==> src/design/optcfg_pkg.sv <==
/*
 Package for the option byte loader: flash offsets, field positions,
 reset values, decoded enumerations and software register offsets.
 Assumes a byte-wide flash read port with fixed latency.
*/
`default_nettype none
package optcfg_pkg;
  // Flash byte addresses of the option area
  localparam logic [12:0] OPT_BASE_PRIMARY = 13'h0080;
  localparam logic [12:0] OPT_BASE_ALTERNATE = 13'h1080;
  localparam int OPT_BYTE_COUNT = 5;
  localparam logic [2:0] IDX_WDT_OSC = 3'h0;
  localparam logic [2:0] IDX_POC = 3'h1;
  localparam logic [2:0] IDX_DEBUG = 3'h4;
  localparam logic [2:0] IDX_POC_PRIMARY = 3'h1;
  // Field positions of the watchdog/oscillator, mode and debug bytes
  localparam int POS_OSC_LOCK = 0;
  localparam int POS_PERIOD_LO = 1;
  localparam int POS_AUTOSTART = 4;
  localparam int POS_WINDOW_LO = 5;
  localparam int POS_POC_MODE = 0;
  localparam int POS_DEBUG_LO = 0;
  // Values held before and during the fetch
  localparam logic [7:0] RESET_OPT_BYTE = 8'h00;
  localparam logic [17:0] WDT_BASE_CYCLES = 18'h00400;
  // Flash read latency in system clocks
  localparam int FLASH_LATENCY = 2;
  // Clocks after reset release before the first fetch
  localparam int SYNC_SETTLE = 5;
  // Software register offsets
  localparam logic [7:0] REG_WDT_OSC = 8'h80;
  localparam logic [7:0] REG_POC = 8'h81;
  localparam logic [7:0] REG_RSVD0 = 8'h82;
  localparam logic [7:0] REG_RSVD1 = 8'h83;
  localparam logic [7:0] REG_DEBUG = 8'h84;
  localparam logic [7:0] REG_OSC_CTRL = 8'h90;
  localparam logic [7:0] REG_STATUS = 8'h91;
  localparam int POS_HALT_REQ = 0;

  typedef enum logic [1:0] {
    WIN_25 = 2'b00,
    WIN_50 = 2'b01,
    WIN_75 = 2'b10,
    WIN_100 = 2'b11
  } window_t;

  typedef enum logic [1:0] {
    DBG_OFF = 2'b00,
    DBG_BAD = 2'b01,
    DBG_KEEP = 2'b10,
    DBG_ERASE = 2'b11
  } debug_mode_t;

  typedef enum logic [1:0] {
    ST_FETCH = 2'b00,
    ST_WAIT = 2'b01,
    ST_DONE = 2'b10
  } load_state_t;
endpackage : optcfg_pkg
`default_nettype wire

==> src/design/optcfg_store.sv <==
/*
 Five-entry latch store for the fetched option bytes, registered read.
 Assumes one write port driven by the loader and one read index.
*/
`default_nettype none
module optcfg_store
  import optcfg_pkg::*;
#(
  parameter int DEPTH = OPT_BYTE_COUNT
) (
  input wire logic clk,
  input wire logic rst_n,
  input wire logic wr_en,
  input wire logic [2:0] wr_idx,
  input wire logic [7:0] wr_data,
  input wire logic [2:0] rd_idx,
  output logic [7:0] rd_data
);
  logic [7:0] mem_q [DEPTH];

  for (genvar i = 0; i < DEPTH; i++) begin : g_ent
    always_ff @(posedge clk or negedge rst_n) begin
      if (!rst_n) begin
        mem_q[i] <= RESET_OPT_BYTE;
      end else if (wr_en && wr_idx == 3'(i)) begin
        mem_q[i] <= wr_data;
      end
    end
  end

  always_ff @(posedge clk or negedge rst_n) begin
    if (!rst_n) begin
      rd_data <= RESET_OPT_BYTE;
    end else if (int'(rd_idx) < DEPTH) begin
      rd_data <= mem_q[rd_idx];
    end else begin
      rd_data <= RESET_OPT_BYTE;
    end
  end
endmodule : optcfg_store
`default_nettype wire

==> src/design/option_byte_config_decoder.sv <==
/*
 Option byte loader and decoder. After reset release it reads the five
 option bytes from flash, from the alternate set when boot swap is set,
 latches them and drives decoded settings to the watchdog, slow
 oscillator, power-on-clear and debug units.
 Assumes the flash answers a read FLASH_LATENCY clocks after the request
 and that the boot swap and programmer-write pins are stable in reset.
*/
// Functional notes
// Window code picks 25, 50, 75 or 100 percent
// Autostart bit starts watchdog and access check
// Period code sets overflow 2^(10+code) slow cycles
// Programmer never stores period 000 window 00
// Unlocked oscillator halts on stop write only
// Unlocked: no watchdog clock in halt/stop
// Timer clock keeps running in halt/stop
// Watchdog counts during flash self-programming
// Programmer stores zero in watchdog byte bit 7
// Mode bit picks single or dual threshold
// Only external programmer may set mode bit
// Boot swap copies alternate mode byte to primary
// Mode changes only after full chip erase
// Programmer stores zero in mode bits 7..1
// Reserved bytes and copies programmed to zero
// Debug field: off, prohibited, keep, erase
// Programmer stores 00, 02 or 03 debug byte
// Boot swap fetches from alternate address set
// Fetch and apply bytes before CPU starts
// Decoded settings held constant until next reset
`default_nettype none
module option_byte_config_decoder
  import optcfg_pkg::*;
(
  // Clock and reset
  input wire logic CLOCK,
  input wire logic RST_N,
  // Flash read port
  output logic FLASH_RD,
  output logic [12:0] FLASH_ADDR,
  input wire logic [7:0] FLASH_DATA,
  // Flash mode bit write port toward the primary mode byte
  output logic POC_COPY_WR,
  output logic [7:0] POC_COPY_DATA,
  // Boot and programming state pins
  input wire logic BOOT_SWAP,
  input wire logic EXT_PROGRAMMER,
  input wire logic CHIP_ERASED,
  // Power mode and clock inputs
  input wire logic HALT_MODE,
  input wire logic STOP_MODE,
  input wire logic SLOW_OSC_TICK,
  // Register port
  input wire logic [7:0] REG_ADDR,
  input wire logic [7:0] REG_WDATA,
  input wire logic REG_WR,
  input wire logic REG_RD,
  output logic [7:0] REG_RDATA,
  // Decoded settings
  output logic CPU_START,
  output logic [1:0] WDT_WINDOW,
  output logic WDT_RUN,
  output logic ILLEGAL_ACCESS_EN,
  output logic [17:0] WDT_OVERFLOW_CYCLES,
  output logic SLOW_OSC_RUN,
  output logic WDT_TICK,
  output logic TIMER_TICK,
  output logic POC_DUAL,
  output logic DEBUG_EN,
  output logic DEBUG_ERASE_ON_FAIL
);
  ////////////////////////////////////////////////////////////////////////
  // Reset release and pin synchronisers
  logic [1:0] rst_sync_q;
  logic rst_n_i;
  logic [2:0] swap_s_q, prog_s_q, erase_s_q, halt_s_q, stop_s_q, tick_s_q;
  logic swap_q, prog_q, erased_q, halt_q, stop_q, tick_q, tick_prev_q;
  logic tick_rise;

  always_ff @(posedge CLOCK or negedge RST_N) begin
    if (!RST_N) begin
      rst_sync_q <= 2'b00;
    end else begin
      rst_sync_q <= {rst_sync_q[0], 1'b1};
    end
  end
  assign rst_n_i = rst_sync_q[1];

  always_ff @(posedge CLOCK or negedge rst_n_i) begin
    if (!rst_n_i) begin
      swap_s_q <= 3'h0;
      prog_s_q <= 3'h0;
      erase_s_q <= 3'h0;
      halt_s_q <= 3'h0;
      stop_s_q <= 3'h0;
      tick_s_q <= 3'h0;
    end else begin
      swap_s_q <= {swap_s_q[1:0], BOOT_SWAP};
      prog_s_q <= {prog_s_q[1:0], EXT_PROGRAMMER};
      erase_s_q <= {erase_s_q[1:0], CHIP_ERASED};
      halt_s_q <= {halt_s_q[1:0], HALT_MODE};
      stop_s_q <= {stop_s_q[1:0], STOP_MODE};
      tick_s_q <= {tick_s_q[1:0], SLOW_OSC_TICK};
    end
  end

  // A change counts once stages two and three agree
  always_ff @(posedge CLOCK or negedge rst_n_i) begin
    if (!rst_n_i) begin
      swap_q <= 1'b0;
      prog_q <= 1'b0;
      erased_q <= 1'b0;
      halt_q <= 1'b0;
      stop_q <= 1'b0;
      tick_q <= 1'b0;
      tick_prev_q <= 1'b0;
    end else begin
      if (swap_s_q[2] == swap_s_q[1]) swap_q <= swap_s_q[2];
      if (prog_s_q[2] == prog_s_q[1]) prog_q <= prog_s_q[2];
      if (erase_s_q[2] == erase_s_q[1]) erased_q <= erase_s_q[2];
      if (halt_s_q[2] == halt_s_q[1]) halt_q <= halt_s_q[2];
      if (stop_s_q[2] == stop_s_q[1]) stop_q <= stop_s_q[2];
      if (tick_s_q[2] == tick_s_q[1]) tick_q <= tick_s_q[2];
      tick_prev_q <= tick_q;
    end
  end
  assign tick_rise = tick_q && !tick_prev_q;

  ////////////////////////////////////////////////////////////////////////
  // Fetch sequencer
  load_state_t state_q;
  logic [2:0] idx_q;
  logic [1:0] lat_q;
  logic swap_used_q;
  logic st_wr;
  logic [2:0] settle_q;

  // Pins need their synchronisers filled before the first read, or
  // byte 0 would come from the primary set on a swapped boot
  always_ff @(posedge CLOCK or negedge rst_n_i) begin
    if (!rst_n_i) begin
      settle_q <= 3'h0;
    end else if (settle_q != 3'(SYNC_SETTLE)) begin
      settle_q <= settle_q + 3'h1;
    end
  end

  always_ff @(posedge CLOCK or negedge rst_n_i) begin
    if (!rst_n_i) begin
      state_q <= ST_FETCH;
      idx_q <= 3'h0;
      lat_q <= 2'h0;
      swap_used_q <= 1'b0;
      FLASH_RD <= 1'b0;
      FLASH_ADDR <= OPT_BASE_PRIMARY;
    end else begin
      FLASH_RD <= 1'b0;
      unique case (state_q)
        ST_FETCH: begin
          if (settle_q == 3'(SYNC_SETTLE)) begin
            FLASH_RD <= 1'b1;
            // Alternate set when swapped
            FLASH_ADDR <= (swap_q ? OPT_BASE_ALTERNATE : OPT_BASE_PRIMARY)
                          + 13'(idx_q);
            swap_used_q <= swap_q;
            lat_q <= 2'(FLASH_LATENCY);
            state_q <= ST_WAIT;
          end
        end
        ST_WAIT: begin
          if (lat_q == 2'h1) begin
            if (idx_q == 3'(OPT_BYTE_COUNT - 1)) begin
              state_q <= ST_DONE;
            end else begin
              idx_q <= idx_q + 3'h1;
              state_q <= ST_FETCH;
            end
          end
          lat_q <= lat_q - 2'h1;
        end
        ST_DONE: begin
          state_q <= ST_DONE;
        end
        default: state_q <= ST_FETCH;
      endcase
    end
  end
  assign st_wr = (state_q == ST_WAIT) && (lat_q == 2'h1);

  // CPU held until every byte is latched
  always_ff @(posedge CLOCK or negedge rst_n_i) begin
    if (!rst_n_i) begin
      CPU_START <= 1'b0;
    end else begin
      CPU_START <= (state_q == ST_DONE);
    end
  end

  ////////////////////////////////////////////////////////////////////////
  // Option byte latches
  logic [7:0] opt_wdt_q, opt_poc_q, opt_dbg_q, st_rdata;
  logic [7:0] poc_byte;
  logic [2:0] st_ridx;

  // Mode bit is honoured only when set by the external programmer
  // after a full erase; self-programmed images fall back to default
  assign poc_byte = (prog_q && erased_q) ? FLASH_DATA
                    : RESET_OPT_BYTE;

  optcfg_store #(
    .DEPTH(OPT_BYTE_COUNT)
  ) u_store (
    .clk(CLOCK),
    .rst_n(rst_n_i),
    .wr_en(st_wr),
    .wr_idx(idx_q),
    .wr_data(idx_q == IDX_POC ? poc_byte : FLASH_DATA),
    .rd_idx(st_ridx),
    .rd_data(st_rdata)
  );

  always_ff @(posedge CLOCK or negedge rst_n_i) begin
    if (!rst_n_i) begin
      opt_wdt_q <= RESET_OPT_BYTE;
      opt_poc_q <= RESET_OPT_BYTE;
      opt_dbg_q <= RESET_OPT_BYTE;
    end else if (st_wr) begin
      if (idx_q == IDX_WDT_OSC) opt_wdt_q <= FLASH_DATA;
      if (idx_q == IDX_POC) opt_poc_q <= poc_byte;
      if (idx_q == IDX_DEBUG) opt_dbg_q <= FLASH_DATA;
    end
  end

  // Swapped boot writes the alternate mode byte back to primary
  always_ff @(posedge CLOCK or negedge rst_n_i) begin
    if (!rst_n_i) begin
      POC_COPY_WR <= 1'b0;
      POC_COPY_DATA <= RESET_OPT_BYTE;
    end else begin
      POC_COPY_WR <= st_wr && swap_used_q && idx_q == IDX_POC;
      if (st_wr && idx_q == IDX_POC) POC_COPY_DATA <= poc_byte;
    end
  end

  ////////////////////////////////////////////////////////////////////////
  // Decoded settings, applied once loading is done
  logic done;
  logic osc_lock;
  logic [2:0] period_code;
  assign done = (state_q == ST_DONE);
  assign osc_lock = opt_wdt_q[POS_OSC_LOCK];
  assign period_code = opt_wdt_q[POS_PERIOD_LO +: 3];

  always_ff @(posedge CLOCK or negedge rst_n_i) begin
    if (!rst_n_i) begin
      WDT_WINDOW <= WIN_25;
      WDT_RUN <= 1'b0;
      ILLEGAL_ACCESS_EN <= 1'b0;
      WDT_OVERFLOW_CYCLES <= WDT_BASE_CYCLES;
      POC_DUAL <= 1'b0;
      DEBUG_EN <= 1'b0;
      DEBUG_ERASE_ON_FAIL <= 1'b0;
    end else if (done) begin
      WDT_WINDOW <= opt_wdt_q[POS_WINDOW_LO +: 2];
      // Counting continues through self-programming: no gating input
      WDT_RUN <= opt_wdt_q[POS_AUTOSTART];
      ILLEGAL_ACCESS_EN <= opt_wdt_q[POS_AUTOSTART];
      WDT_OVERFLOW_CYCLES <= WDT_BASE_CYCLES << period_code;
      POC_DUAL <= opt_poc_q[POS_POC_MODE];
      // Prohibited code 01 treated as disabled
      DEBUG_EN <= opt_dbg_q[POS_DEBUG_LO + 1];
      DEBUG_ERASE_ON_FAIL <= opt_dbg_q[POS_DEBUG_LO +: 2] == DBG_ERASE;
    end
  end

  ////////////////////////////////////////////////////////////////////////
  // Slow oscillator control and count clocks
  logic halt_req_q;

  always_ff @(posedge CLOCK or negedge rst_n_i) begin
    if (!rst_n_i) begin
      halt_req_q <= 1'b0;
    end else if (REG_WR && REG_ADDR == REG_OSC_CTRL) begin
      halt_req_q <= REG_WDATA[POS_HALT_REQ];
    end
  end

  always_ff @(posedge CLOCK or negedge rst_n_i) begin
    if (!rst_n_i) begin
      SLOW_OSC_RUN <= 1'b1;
      WDT_TICK <= 1'b0;
      TIMER_TICK <= 1'b0;
    end else begin
      SLOW_OSC_RUN <= osc_lock || !halt_req_q;
      // Low-power gating only while unlocked
      WDT_TICK <= tick_rise && (osc_lock || !halt_req_q)
                  && !(!osc_lock && (halt_q || stop_q));
      TIMER_TICK <= tick_rise && (osc_lock || !halt_req_q);
    end
  end

  ////////////////////////////////////////////////////////////////////////
  // Register read port, data one cycle after the strobe
  logic rd_opt_q, rd_misc_q;
  logic [7:0] misc_q;

  assign st_ridx = 3'(REG_ADDR - REG_WDT_OSC);

  always_ff @(posedge CLOCK or negedge rst_n_i) begin
    if (!rst_n_i) begin
      rd_opt_q <= 1'b0;
      rd_misc_q <= 1'b0;
      misc_q <= 8'h00;
    end else begin
      rd_opt_q <= REG_RD && REG_ADDR >= REG_WDT_OSC
                  && REG_ADDR <= REG_DEBUG;
      rd_misc_q <= REG_RD;
      unique case (REG_ADDR)
        REG_OSC_CTRL: misc_q <= {7'h00, halt_req_q};
        REG_STATUS: misc_q <= {5'h00, swap_used_q, SLOW_OSC_RUN, done};
        default: misc_q <= 8'h00;
      endcase
    end
  end
  assign REG_RDATA = rd_opt_q ? st_rdata : (rd_misc_q ? misc_q : 8'h00);

  ////////////////////////////////////////////////////////////////////////
  // Checks
  chk_window_decode: assert property (@(posedge CLOCK) disable iff (!rst_n_i)
    done |=> WDT_WINDOW == $past(opt_wdt_q[6:5]))
    else $error("window mismatch");
  chk_autostart_run: assert property (@(posedge CLOCK) disable iff (!rst_n_i)
    done |=> WDT_RUN == ILLEGAL_ACCESS_EN)
    else $error("autostart split");
  chk_period_value: assert property (@(posedge CLOCK) disable iff (!rst_n_i)
    done |=> WDT_OVERFLOW_CYCLES == (WDT_BASE_CYCLES << $past(period_code)))
    else $error("period wrong");
  chk_osc_locked: assert property (@(posedge CLOCK) disable iff (!rst_n_i)
    osc_lock |=> SLOW_OSC_RUN)
    else $error("locked osc stopped");
  chk_wdt_gated: assert property (@(posedge CLOCK) disable iff (!rst_n_i)
    (!osc_lock && (halt_q || stop_q)) |=> !WDT_TICK)
    else $error("wdt clock in low power");
  chk_timer_tick: assert property (@(posedge CLOCK) disable iff (!rst_n_i)
    (tick_rise && osc_lock) |=> TIMER_TICK)
    else $error("timer tick lost");
  chk_cpu_hold: assert property (@(posedge CLOCK) disable iff (!rst_n_i)
    CPU_START |-> state_q == ST_DONE)
    else $error("cpu started early");
  chk_alt_fetch: assert property (@(posedge CLOCK) disable iff (!rst_n_i)
    FLASH_RD |-> FLASH_ADDR[12] == swap_used_q)
    else $error("wrong option set");
  chk_poc_default: assert property (@(posedge CLOCK) disable iff (!rst_n_i)
    (st_wr && idx_q == IDX_POC && !(prog_q && erased_q))
    |=> !opt_poc_q[0])
    else $error("mode set without programmer");
  chk_settings_hold: assert property (@(posedge CLOCK) disable iff (!rst_n_i)
    CPU_START && $past(CPU_START) |-> $stable(DEBUG_EN))
    else $error("settings changed");
endmodule : option_byte_config_decoder
`default_nettype wire

==> config.mk <==
export PLATFORM = sky130hd
export DESIGN_NAME = option_byte_config_decoder
export DESIGN_NICKNAME = d
export VERILOG_FILES = /design/src/design/optcfg_pkg.sv /design/src/design/optcfg_store.sv /design/src/design/option_byte_config_decoder.sv
export SDC_FILE = /design/constraint.sdc
export NUM_CORES = 1
export LEC_CHECK = 0
export BUFFER_PORTS_ARGS = -buffer_cell sky130_fd_sc_hd__buf_2
export CAP_MARGIN = 5
export CORE_ASPECT_RATIO = 1.2
export CORE_MARGIN = 2
export CORE_UTILIZATION = 50
export DETAILED_ROUTE_END_ITERATION = 6
export PLACE_DENSITY_LB_ADDON = 0.25
export SYNTH_ARGS = -nofsm -noshare
export SYNTH_HDL_FRONTEND = slang
export SYNTH_SLANG_ARGS = --single-unit
==> constraint.sdc <==
create_clock -name CLOCK -period 8.6 [get_ports CLOCK]
set_input_delay 1.72 -clock CLOCK [delete_from_list [all_inputs] [get_ports CLOCK]]
set_output_delay 1.72 -clock CLOCK [all_outputs]
set_load 0.1 [all_outputs]
After elaboration in Yosys (flattened, before gate mapping)
Index checks and enable logic that the tools add are counted.

Shift-type cells: 1. Equality and inequality tests: 20. $add $sub $neg: 5. Reductions and logical operators: 32. $lt $le $gt $ge: 4. Multiplexer cells: 18. Bitwise logic cells: 2.

Operators with widths (number): 8-bit two-way mux (7); 8-bit binary-select mux with 3-bit select (1); 11-bit by 3-bit left shift with 18-bit output, first input constant (1); 8-bit equality test, second input constant (2); 1-bit logical AND (16); 13-bit by 3-bit adder with 13-bit output (1); 13-bit two-way mux (1); 2-bit AND reduction (6); 8-bit greater-or-equal comparator, second input constant (1); 8-bit less-or-equal comparator, second input constant (1); 2-bit two-way mux (4); 3-bit by 1-bit adder with 3-bit output, second input constant (2); 1-bit equality test (6); 3-bit by 2-bit equality test with 1-bit output, second input constant (2); 3-bit equality test, second input constant (2); 2-bit case mux with 3 select lines (1); 3-bit case mux with 2 select lines (1); 2-bit by 1-bit equality test with 1-bit output, second input constant (2); 2-bit equality test, second input constant (2); 4-bit greater-or-equal comparator, second input constant (1); 1-bit logical NOT (4); 2-bit != test, second input constant (2); 3-bit NOT with 4-bit output (1); 2-bit case mux with 2 select lines (1); other kinds (12) (14).

Output and inout port bits: 60. Bits in registers: 158.

Longest topological paths before layout
Gate-level depths: netlist (run 1).

Word-level depth: 6. Gate-level depth with buffers: 7. Depth with buffers taken out: 5.

By module
A second synthesis (run 1) with hierarchy kept.

Cells, all modules: 401. Area, all modules: 5431.5 um2.

Modules (own cells, without submodules): option_byte_config_decoder (cells an instance 266, area each 3379.5 um2, sequential area each 2104.5 um2, instances 1); optcfg_store (cells an instance 135, area each 2052.0 um2, sequential area each 1201.2 um2, instances 1).

Worst setup path before layout (run 1)
Ideal clock, no wire load.

Kind: reg2out. Start point: register rd_opt_q. End point: output port REG_RDATA[2]. Setup slack: 4241 ps. Cell stages (with the launch flop): 3. Required time: 6880 ps. Arrival: 2639 ps. Path buffers: 1. Path through: dfrtp_1 clkbuf_1 o21ai_0.

Longest elaborated chain between the ends: 1.

Ends and longest elaborated chain: start: declaration (RTL line option_byte_config_decoder.sv:303) `logic rd_opt_q, rd_misc_q;`; start signal: assignment (RTL line option_byte_config_decoder.sv:314) `rd_opt_q <= REG_RD && REG_ADDR >= REG_WDT_OSC`; 8-bit two-way mux (RTL line option_byte_config_decoder.sv:324) `assign REG_RDATA = rd_opt_q ? st_rdata : (rd_misc_q ? misc_q : 8'h00);`; end: declaration (RTL line option_byte_config_decoder.sv:57) `output logic [7:0] REG_RDATA,`.

Every way passes these cells.

Final worst setup path (run 1)
Start point: register rd_opt_q. End point: output port REG_RDATA[1].

The elaborated chain is that of the path after synthesis.

==> results of run 1 <==
-- registers in the layout, indices dropped and copies added (netlist names), 4 cells and up --
name,flops
WDT_OVERFLOW_CYCLES,8
u_store.rd_data,8
FLASH_ADDR,4
u_store.mem_q,40
POC_COPY_DATA,8
opt_wdt_q,7
-- how the worst max path moves through the flow --
stage                 from           end  slack, ns  cells after the start
3_3_place_gp   REG_ADDR[0]    halt_req_q       5.53                      4
3_5_place_dp   REG_ADDR[0]    halt_req_q       5.53                      4
6_report          rd_opt_q  REG_RDATA[1]       5.25                      3
4_1_cts           rd_opt_q  REG_RDATA[1]       5.22                      3
2_1_floorplan     rd_opt_q  REG_RDATA[2]       4.24                      2
5_1_grt           rd_opt_q  REG_RDATA[1]       5.16                      3
-- cell type report --
class	count	area, µm²	area share, %
flip-flops and latches	132	3310	51.7
multi-input cells	250	1860	29.1
clock buffers	22	484	7.56
repair buffers	68	343	5.35
clock inverters	10	170	2.66
well taps	129	161	2.52
inverters	20	75.1	1.17
-- layer usage --
layer / part of all wire (%) / track usage [%] / vias to the layer above
met5: 0 / 0 / -
met4: 1.0 / 7.71 / 0
met3: 5.1 / 5.26 / 9
met2: 50 / 29.7 / 93
met1: 44 / 24.2 / 1676
li1: - / - / 1556
-- kinds of logic after synthesis --
kind of cell | count (synthesis)
compound gates | 68
xor+xnor | 2
fa+ha+maj | 14
buf+inv | 60
flops | 132
mux | 53
other cells | 2
simple gates | 93
-- power groups by stage --
stage	Clock, mW	Combinational (mW)	Sequential [mW]
floorplan	0	0.0910	0.730
global placement	0	0.157	0.686
detailed placement	0	0.159	0.688
CTS	0.789	0.159	0.677
global route	0.819	0.168	0.682
finish	0.775	0.158	0.677
-- per-stage QoR --
| step | power [mW] | worst slack, ns | instance area [µm²] | cells | hold slack, ns |
|---|---|---|---|---|---|
| floorplan | 0.821 | 4.24 | 5510 | 442 | 0.331 |
| finish | 1.61 | 5.25 | 6400 | 631 | 0.352 |
| detailed placement | 0.846 | 5.53 | 5750 | 599 | 0.338 |
| global route | 1.67 | 5.16 | 6400 | 631 | 0.360 |
| CTS | 1.63 | 5.22 | 6400 | 631 | 0.356 |
| global placement | 0.843 | 5.53 | 5750 | 599 | 0.333 |
-- synth_stat cells, drive strengths merged (3+ instances only) --
cell	instances
nand2b	9
nor3	7
nand2	31
mux2i	7
and3	5
inv	20
o22a	6
and2	5
nor2b	4
o21ai	11
a21boi	8
ha	8
dfrtp	130
clkbuf	6
maj3	6
nor2	14
a21oi	18
nand3	4
mux2	44
nand3b	3
buf	34
a22o	22
==> results.py, run 1 <==
metrics = {
    "yosys": {
        "ys_seq_elements": 132,
        "synth_top_family_by_area": "multiplexers",
        "yosys.area_share.simple_pct": 8.89,
        "ys_seq_area_share_pct": 60.7,
        "synthAdderAreaFrac_pct": 2.94,
        "async_reset_ff_share_pct": 100,
        "yosysWarningCount": 0,
        "yosys.area_share.xor_xnor_pct": 0.322,
        "synthCells": 424,
        "yosys.area.top_type_share_pct": 59.7,
        "mappedNetlistArea_um2": 5450,
        "synthMuxAreaShare_pct": 11.9,
        "synth-compound-area-share_pct": 8.73,
        "yosysTopAreaCell": "dfrtp_1",
        "synth_edf_count": 0,
        "ys_top_cells_by_area": "dfrtp_1, mux2_2, a22o_1",
        "synth_flop_cell": "dfrtp_1",
        "netlist-cell-type-count": 44,
        "syn_area_per_cell_um2": 12.8,
    },
    "run": {
        "cap_violations": 0,
    },
    "worst_setup_path": {
        "required_ns": 6.88,
        "path_max_fanout": 10,
        "path_cells": "nor2b_1, a22o_1, buf_2",
        "criticalPathCategory": "register to output pin",
        "setup.worst_path.end_class": "output pin",
        "rrSetupSlack_ns": 6.28,
        "cp-start-kind": "register",
        "worstReg2RegEnd": "opt_wdt_q[1]",
        "cp.arrival_ns": 1.63,
        "r2r_start": "idx_q[0]",
        "reg2reg_depth": 5,
        "slowest_stage": "dfrtp_1",
        "crit_family": "flip-flops",
        "cp.buffers_inverters": 1,
        "crit_path_max_incr_delay_ns": 0.46,
    },
    "worst_hold_path": {
        "worstHoldStart": "erase_s_q[0]",
        "min_to": "erase_s_q[1]",
        "whs_path_depth": 0,
        "min_path_type": "register to register",
    },
    "sta": {
        "tns_ns": 0,
        "clock_skew_ns": 0.0114,
        "setup_viol": 0,
        "finalCriticalPeriod_ns": 3.35,
        "rsz0062_at_grt": "no",
        "post-route-period-util_pct": 38.9,
        "max_freq_mhz": 299,
        "worst_slew_pin_slew_ns": 1.01,
        "drv_slew": 0,
        "relSlewSlack_pct": 32.4,
        "hold_viol": 0,
    },
    "global_routing": {
        "grt_pass1_wl_mm": 16.9,
        "overflow": 0,
        "antenna_found_initial": 0,
        "grt_max_degree": 83,
        "grt_usage_pct": 18.7,
        "grt_pass1_vias": 3351,
    },
    "detailed_routing": {
        "vias": 3334,
        "wl_per_cell_um": 16.2,
        "drt_iter0_markers": 202,
        "vias_per_cell": 5.28,
        "drc": 0,
        "first_pass_iters": 4,
        "wl_mm": 10.2,
        "ant_nets": 0,
    },
    "cells_and_area": {
        "antennaDiodeCount": 0,
        "final.fill_count": 860,
        "fin_util_pct": 60.6,
        "fin_nets": 531,
        "layout-drive-gt1-share_pct": 30.1,
        "layout_common_cells": "dfrtp_1, buf_2, mux2_2",
        "area_growth_pct": 17.6,
        "layout_commonest_cell": "dfrtp_1",
    },
    "cts": {
        "cts_buffers": 17,
        "cts.sinks": 132,
        "ctsHoldBuffers": 0,
        "htree_levels": 4,
        "clockBufferDepth": 2,
        "cts_tree": "yes",
        "path_clk_slew_ns": 0.05,
        "clk_latency_ns": 0.42,
        "root_buffer": "clkbuf_16",
        "cts_resized": 0,
        "cts_setup_buffers": 0,
    },
    "floorplan": {
        "pin_count": 94,
        "die_h_um": 118,
        "die_w_um": 99.3,
        "rows": 41,
        "coreArea_um2": 10600,
        "start_util_pct": 51.5,
        "die_area_um2": 11700,
    },
    "power": {
        "vdd_ir_drop_max_v": 0.000132,
        "sequentialPowerShare_pct": 42.0,
        "power_density_nw_per_um2": 251,
        "power.share.combinational_pct": 9.8,
        "switching_share_pct": 25.1,
        "p_switching_uw": 404,
        "cellLeakagePower_nw": 3.07,
        "power.internal_mw": 1.21,
        "power.share.clock_pct": 48.2,
    },
    "run_status": {
        "outcome": "finished, final reports clean",
    },
    "placed_design": {
        "dp_hpwl_mm": 6.67,
        "gp_congestion": 0.734,
        "io_buffers": 67,
    },
}
No activity file was read; power rests on OpenSTA's default activity.
==> run 2: changes to the inputs <==
--- a/config.mk
+++ b/config.mk
@@ -5,6 +5,7 @@
 export SDC_FILE = /design/constraint.sdc
 export NUM_CORES = 1
 export LEC_CHECK = 0
+export ABC_AREA = 1
 export BUFFER_PORTS_ARGS = -buffer_cell sky130_fd_sc_hd__buf_2
 export CAP_MARGIN = 5
 export CORE_ASPECT_RATIO = 1.2
==> constraint.sdc (replaced) <==
create_clock -name CLOCK -period 2.8 [get_ports CLOCK]
set_input_delay 0.56 -clock CLOCK [delete_from_list [all_inputs] [get_ports CLOCK]]
set_output_delay 0.56 -clock CLOCK [all_outputs]
set_load 0.1 [all_outputs]
==> run 2 against run 1 <==
Worst hold slack got worse by 0.10 ns. First-iteration DRC count increased by 7.4%. Die area decreased by 0.31%. Critical path type unchanged.
==> results.py, run 2 <==
metrics = {
    "cells_and_area": {
        "antennaDiodeCount": 0,
        "ff_latch_area_um2": 3310,
        "layout_common_cells": "nand2_1, dfrtp_1, buf_2",
        "top_register": "u_store.mem_q",
        "area_growth_pct": 19.2,
        "multi_input_area_um2": 1750,
        "fin_util_pct": 61.2,
        "final_cells": 798,
        "fin_nets": 698,
        "layout-drive-gt1-share_pct": 18.4,
        "layout_commonest_cell": "nand2_1",
        "largest_reg_flops": 40,
        "design_area_um2": 6470,
        "final.fill_count": 899,
    },
    "sta": {
        "fin_hold_ws_ns": 0.248,
        "post-route-period-util_pct": 76.8,
        "tns_ns": 0,
        "finalCriticalPeriod_ns": 2.15,
        "worst_slew_pin_slew_ns": 0.735,
        "worst_slack_ns": 0.651,
        "max_freq_mhz": 465,
        "relSlewSlack_pct": 51.0,
        "rsz0062_at_grt": "no",
        "drv_slew": 0,
        "hold_viol": 0,
        "setup_viol": 0,
        "clock_skew_ns": 0.00811,
    },
    "yosys": {
        "ys_seq_area_share_pct": 60.9,
        "mappedNetlistArea_um2": 5430,
        "async_reset_ff_share_pct": 100,
        "synth_flop_cell": "dfrtp_1",
        "ys_top_cells_by_area": "dfrtp_1, nand2_1, o21ai_0",
        "netlist-cell-type-count": 28,
        "synth_common_cells": "nand2_1, dfrtp_1, o21ai_0",
        "ys_seq_elements": 132,
        "synthCells": 580,
        "synth_most_common_cell": "nand2_1",
        "yosys.area.top_type_share_pct": 59.9,
        "yosysTopAreaCell": "dfrtp_1",
        "syn_area_per_cell_um2": 9.36,
        "yosysWarningCount": 0,
        "synth_edf_count": 0,
    },
    "worst_setup_path": {
        "criticalPathCategory": "register to output pin",
        "cp.arrival_ns": 1.59,
        "path_max_fanout": 9,
        "setup.worst_path.end_class": "output pin",
        "required_ns": 2.24,
        "cp-start-kind": "register",
    },
    "cts": {
        "htree_levels": 4,
        "ctsHoldBuffers": 1,
        "root_buffer": "clkbuf_16",
        "path_clk_slew_ns": 0.06,
        "cts.sinks": 132,
        "cts_tree": "yes",
        "clockBufferDepth": 2,
        "cts_resized": 0,
        "cts_buffers": 17,
        "cts_setup_buffers": 0,
        "clk_latency_ns": 0.41,
    },
    "placed_design": {
        "dp_hpwl_mm": 7.72,
        "place_inst": 765,
        "io_buffers": 67,
        "place_ws_ns": 0.971,
        "placed_area_um2": 5800,
        "gp_congestion": 0.821,
    },
    "power": {
        "power_density_nw_per_um2": 770,
        "p_total_mw": 4.98,
        "vdd_ir_drop_max_v": 0.000447,
        "cellLeakagePower_nw": 3.44,
    },
    "detailed_routing": {
        "wl_per_cell_um": 14.3,
        "first_pass_iters": 5,
        "ant_nets": 0,
        "vias": 4018,
        "vias_per_cell": 5.04,
        "wl_mm": 11.4,
        "drt_iter0_markers": 217,
        "drc": 0,
    },
    "global_routing": {
        "grt_usage_pct": 21.0,
        "grt_pass1_wl_mm": 19.3,
        "antenna_found_initial": 0,
        "grt_max_degree": 58,
        "grt_pass1_vias": 3990,
        "overflow": 0,
    },
    "floorplan": {
        "start_util_pct": 51.4,
        "rows": 41,
        "die_area_um2": 11700,
        "die_h_um": 118,
        "die_w_um": 99.1,
        "pin_count": 94,
        "coreArea_um2": 10600,
    },
    "worst_hold_path": {
        "min_path_type": "input pin to register",
    },
    "run": {
        "cap_violations": 0,
    },
    "run_status": {
        "outcome": "finished, final reports clean",
    },
}
run 2: cell type report:
cell class | count | area share (%)
Multi-Input combinational cell | 378 | 27.1
Sequential cell | 132 | 51.2
Tap cell | 129 | 2.50
Clock inverter | 15 | 3.54
Clock buffer | 17 | 6.58
Timing Repair Buffer | 71 | 5.88
Inverter | 56 | 3.25
run 2: worst max-delay path: stages (launching register included):
cell,delay (ns)
dfrtp_1,0.47
inv_1,0.13
nand3_1,0.09
nand2_1,0.07
buf_2,0.42
run 2: kinds of logic after synthesis:
| logic type | count (synthesis) | synth area share, % |
|---|---|---|
| AOI/OAI and AO/OA | 86 | 8.39 |
| xor gates and xnor gates | 3 | 0.484 |
| adders and majority gates | 14 | 2.95 |
| buffers and inverters | 88 | 8.07 |
| DFF | 132 | 60.9 |
| other | 2 | 0.138 |
| and+or+nand+nor | 255 | 19.1 |
run 2: metal layers:
layer / GRT usage, % / up-vias / routed length (µm)
met5: 0 / - / 0
met4: 8.56 / 0 / 278
met3: 4.73 / 24 / 569
met2: 34.5 / 119 / 5780
met1: 27.0 / 1943 / 4790
li1: - / 1932 / -
run 2: where the power goes:
part	internal [mW]	total, mW	switching (mW)
combinational	0.0831	0.493	0.410
clock	1.59	2.43	0.840
sequential	2.00	2.06	0.0594
run 2: path summary, 6_finish.rpt:
path | slack, ns | to | start | depth (start not counted)
min in group asynchronous | 0.40 | POC_COPY_DATA[7] | rst_sync_q[1] | 0
setup / recovery | 0.65 | REG_RDATA[1] | rd_opt_q | 4
max in group asynchronous | 1.61 | WDT_OVERFLOW_CYCLES[10] | rst_sync_q[1] | 1
hold reg to reg | 0.34 | halt_s_q[1] | halt_s_q[0] | 0
hold / removal | 0.25 | swap_s_q[0] | BOOT_SWAP | 1
setup reg to reg | 0.98 | u_store.mem_q[5] | lat_q[1] | 7
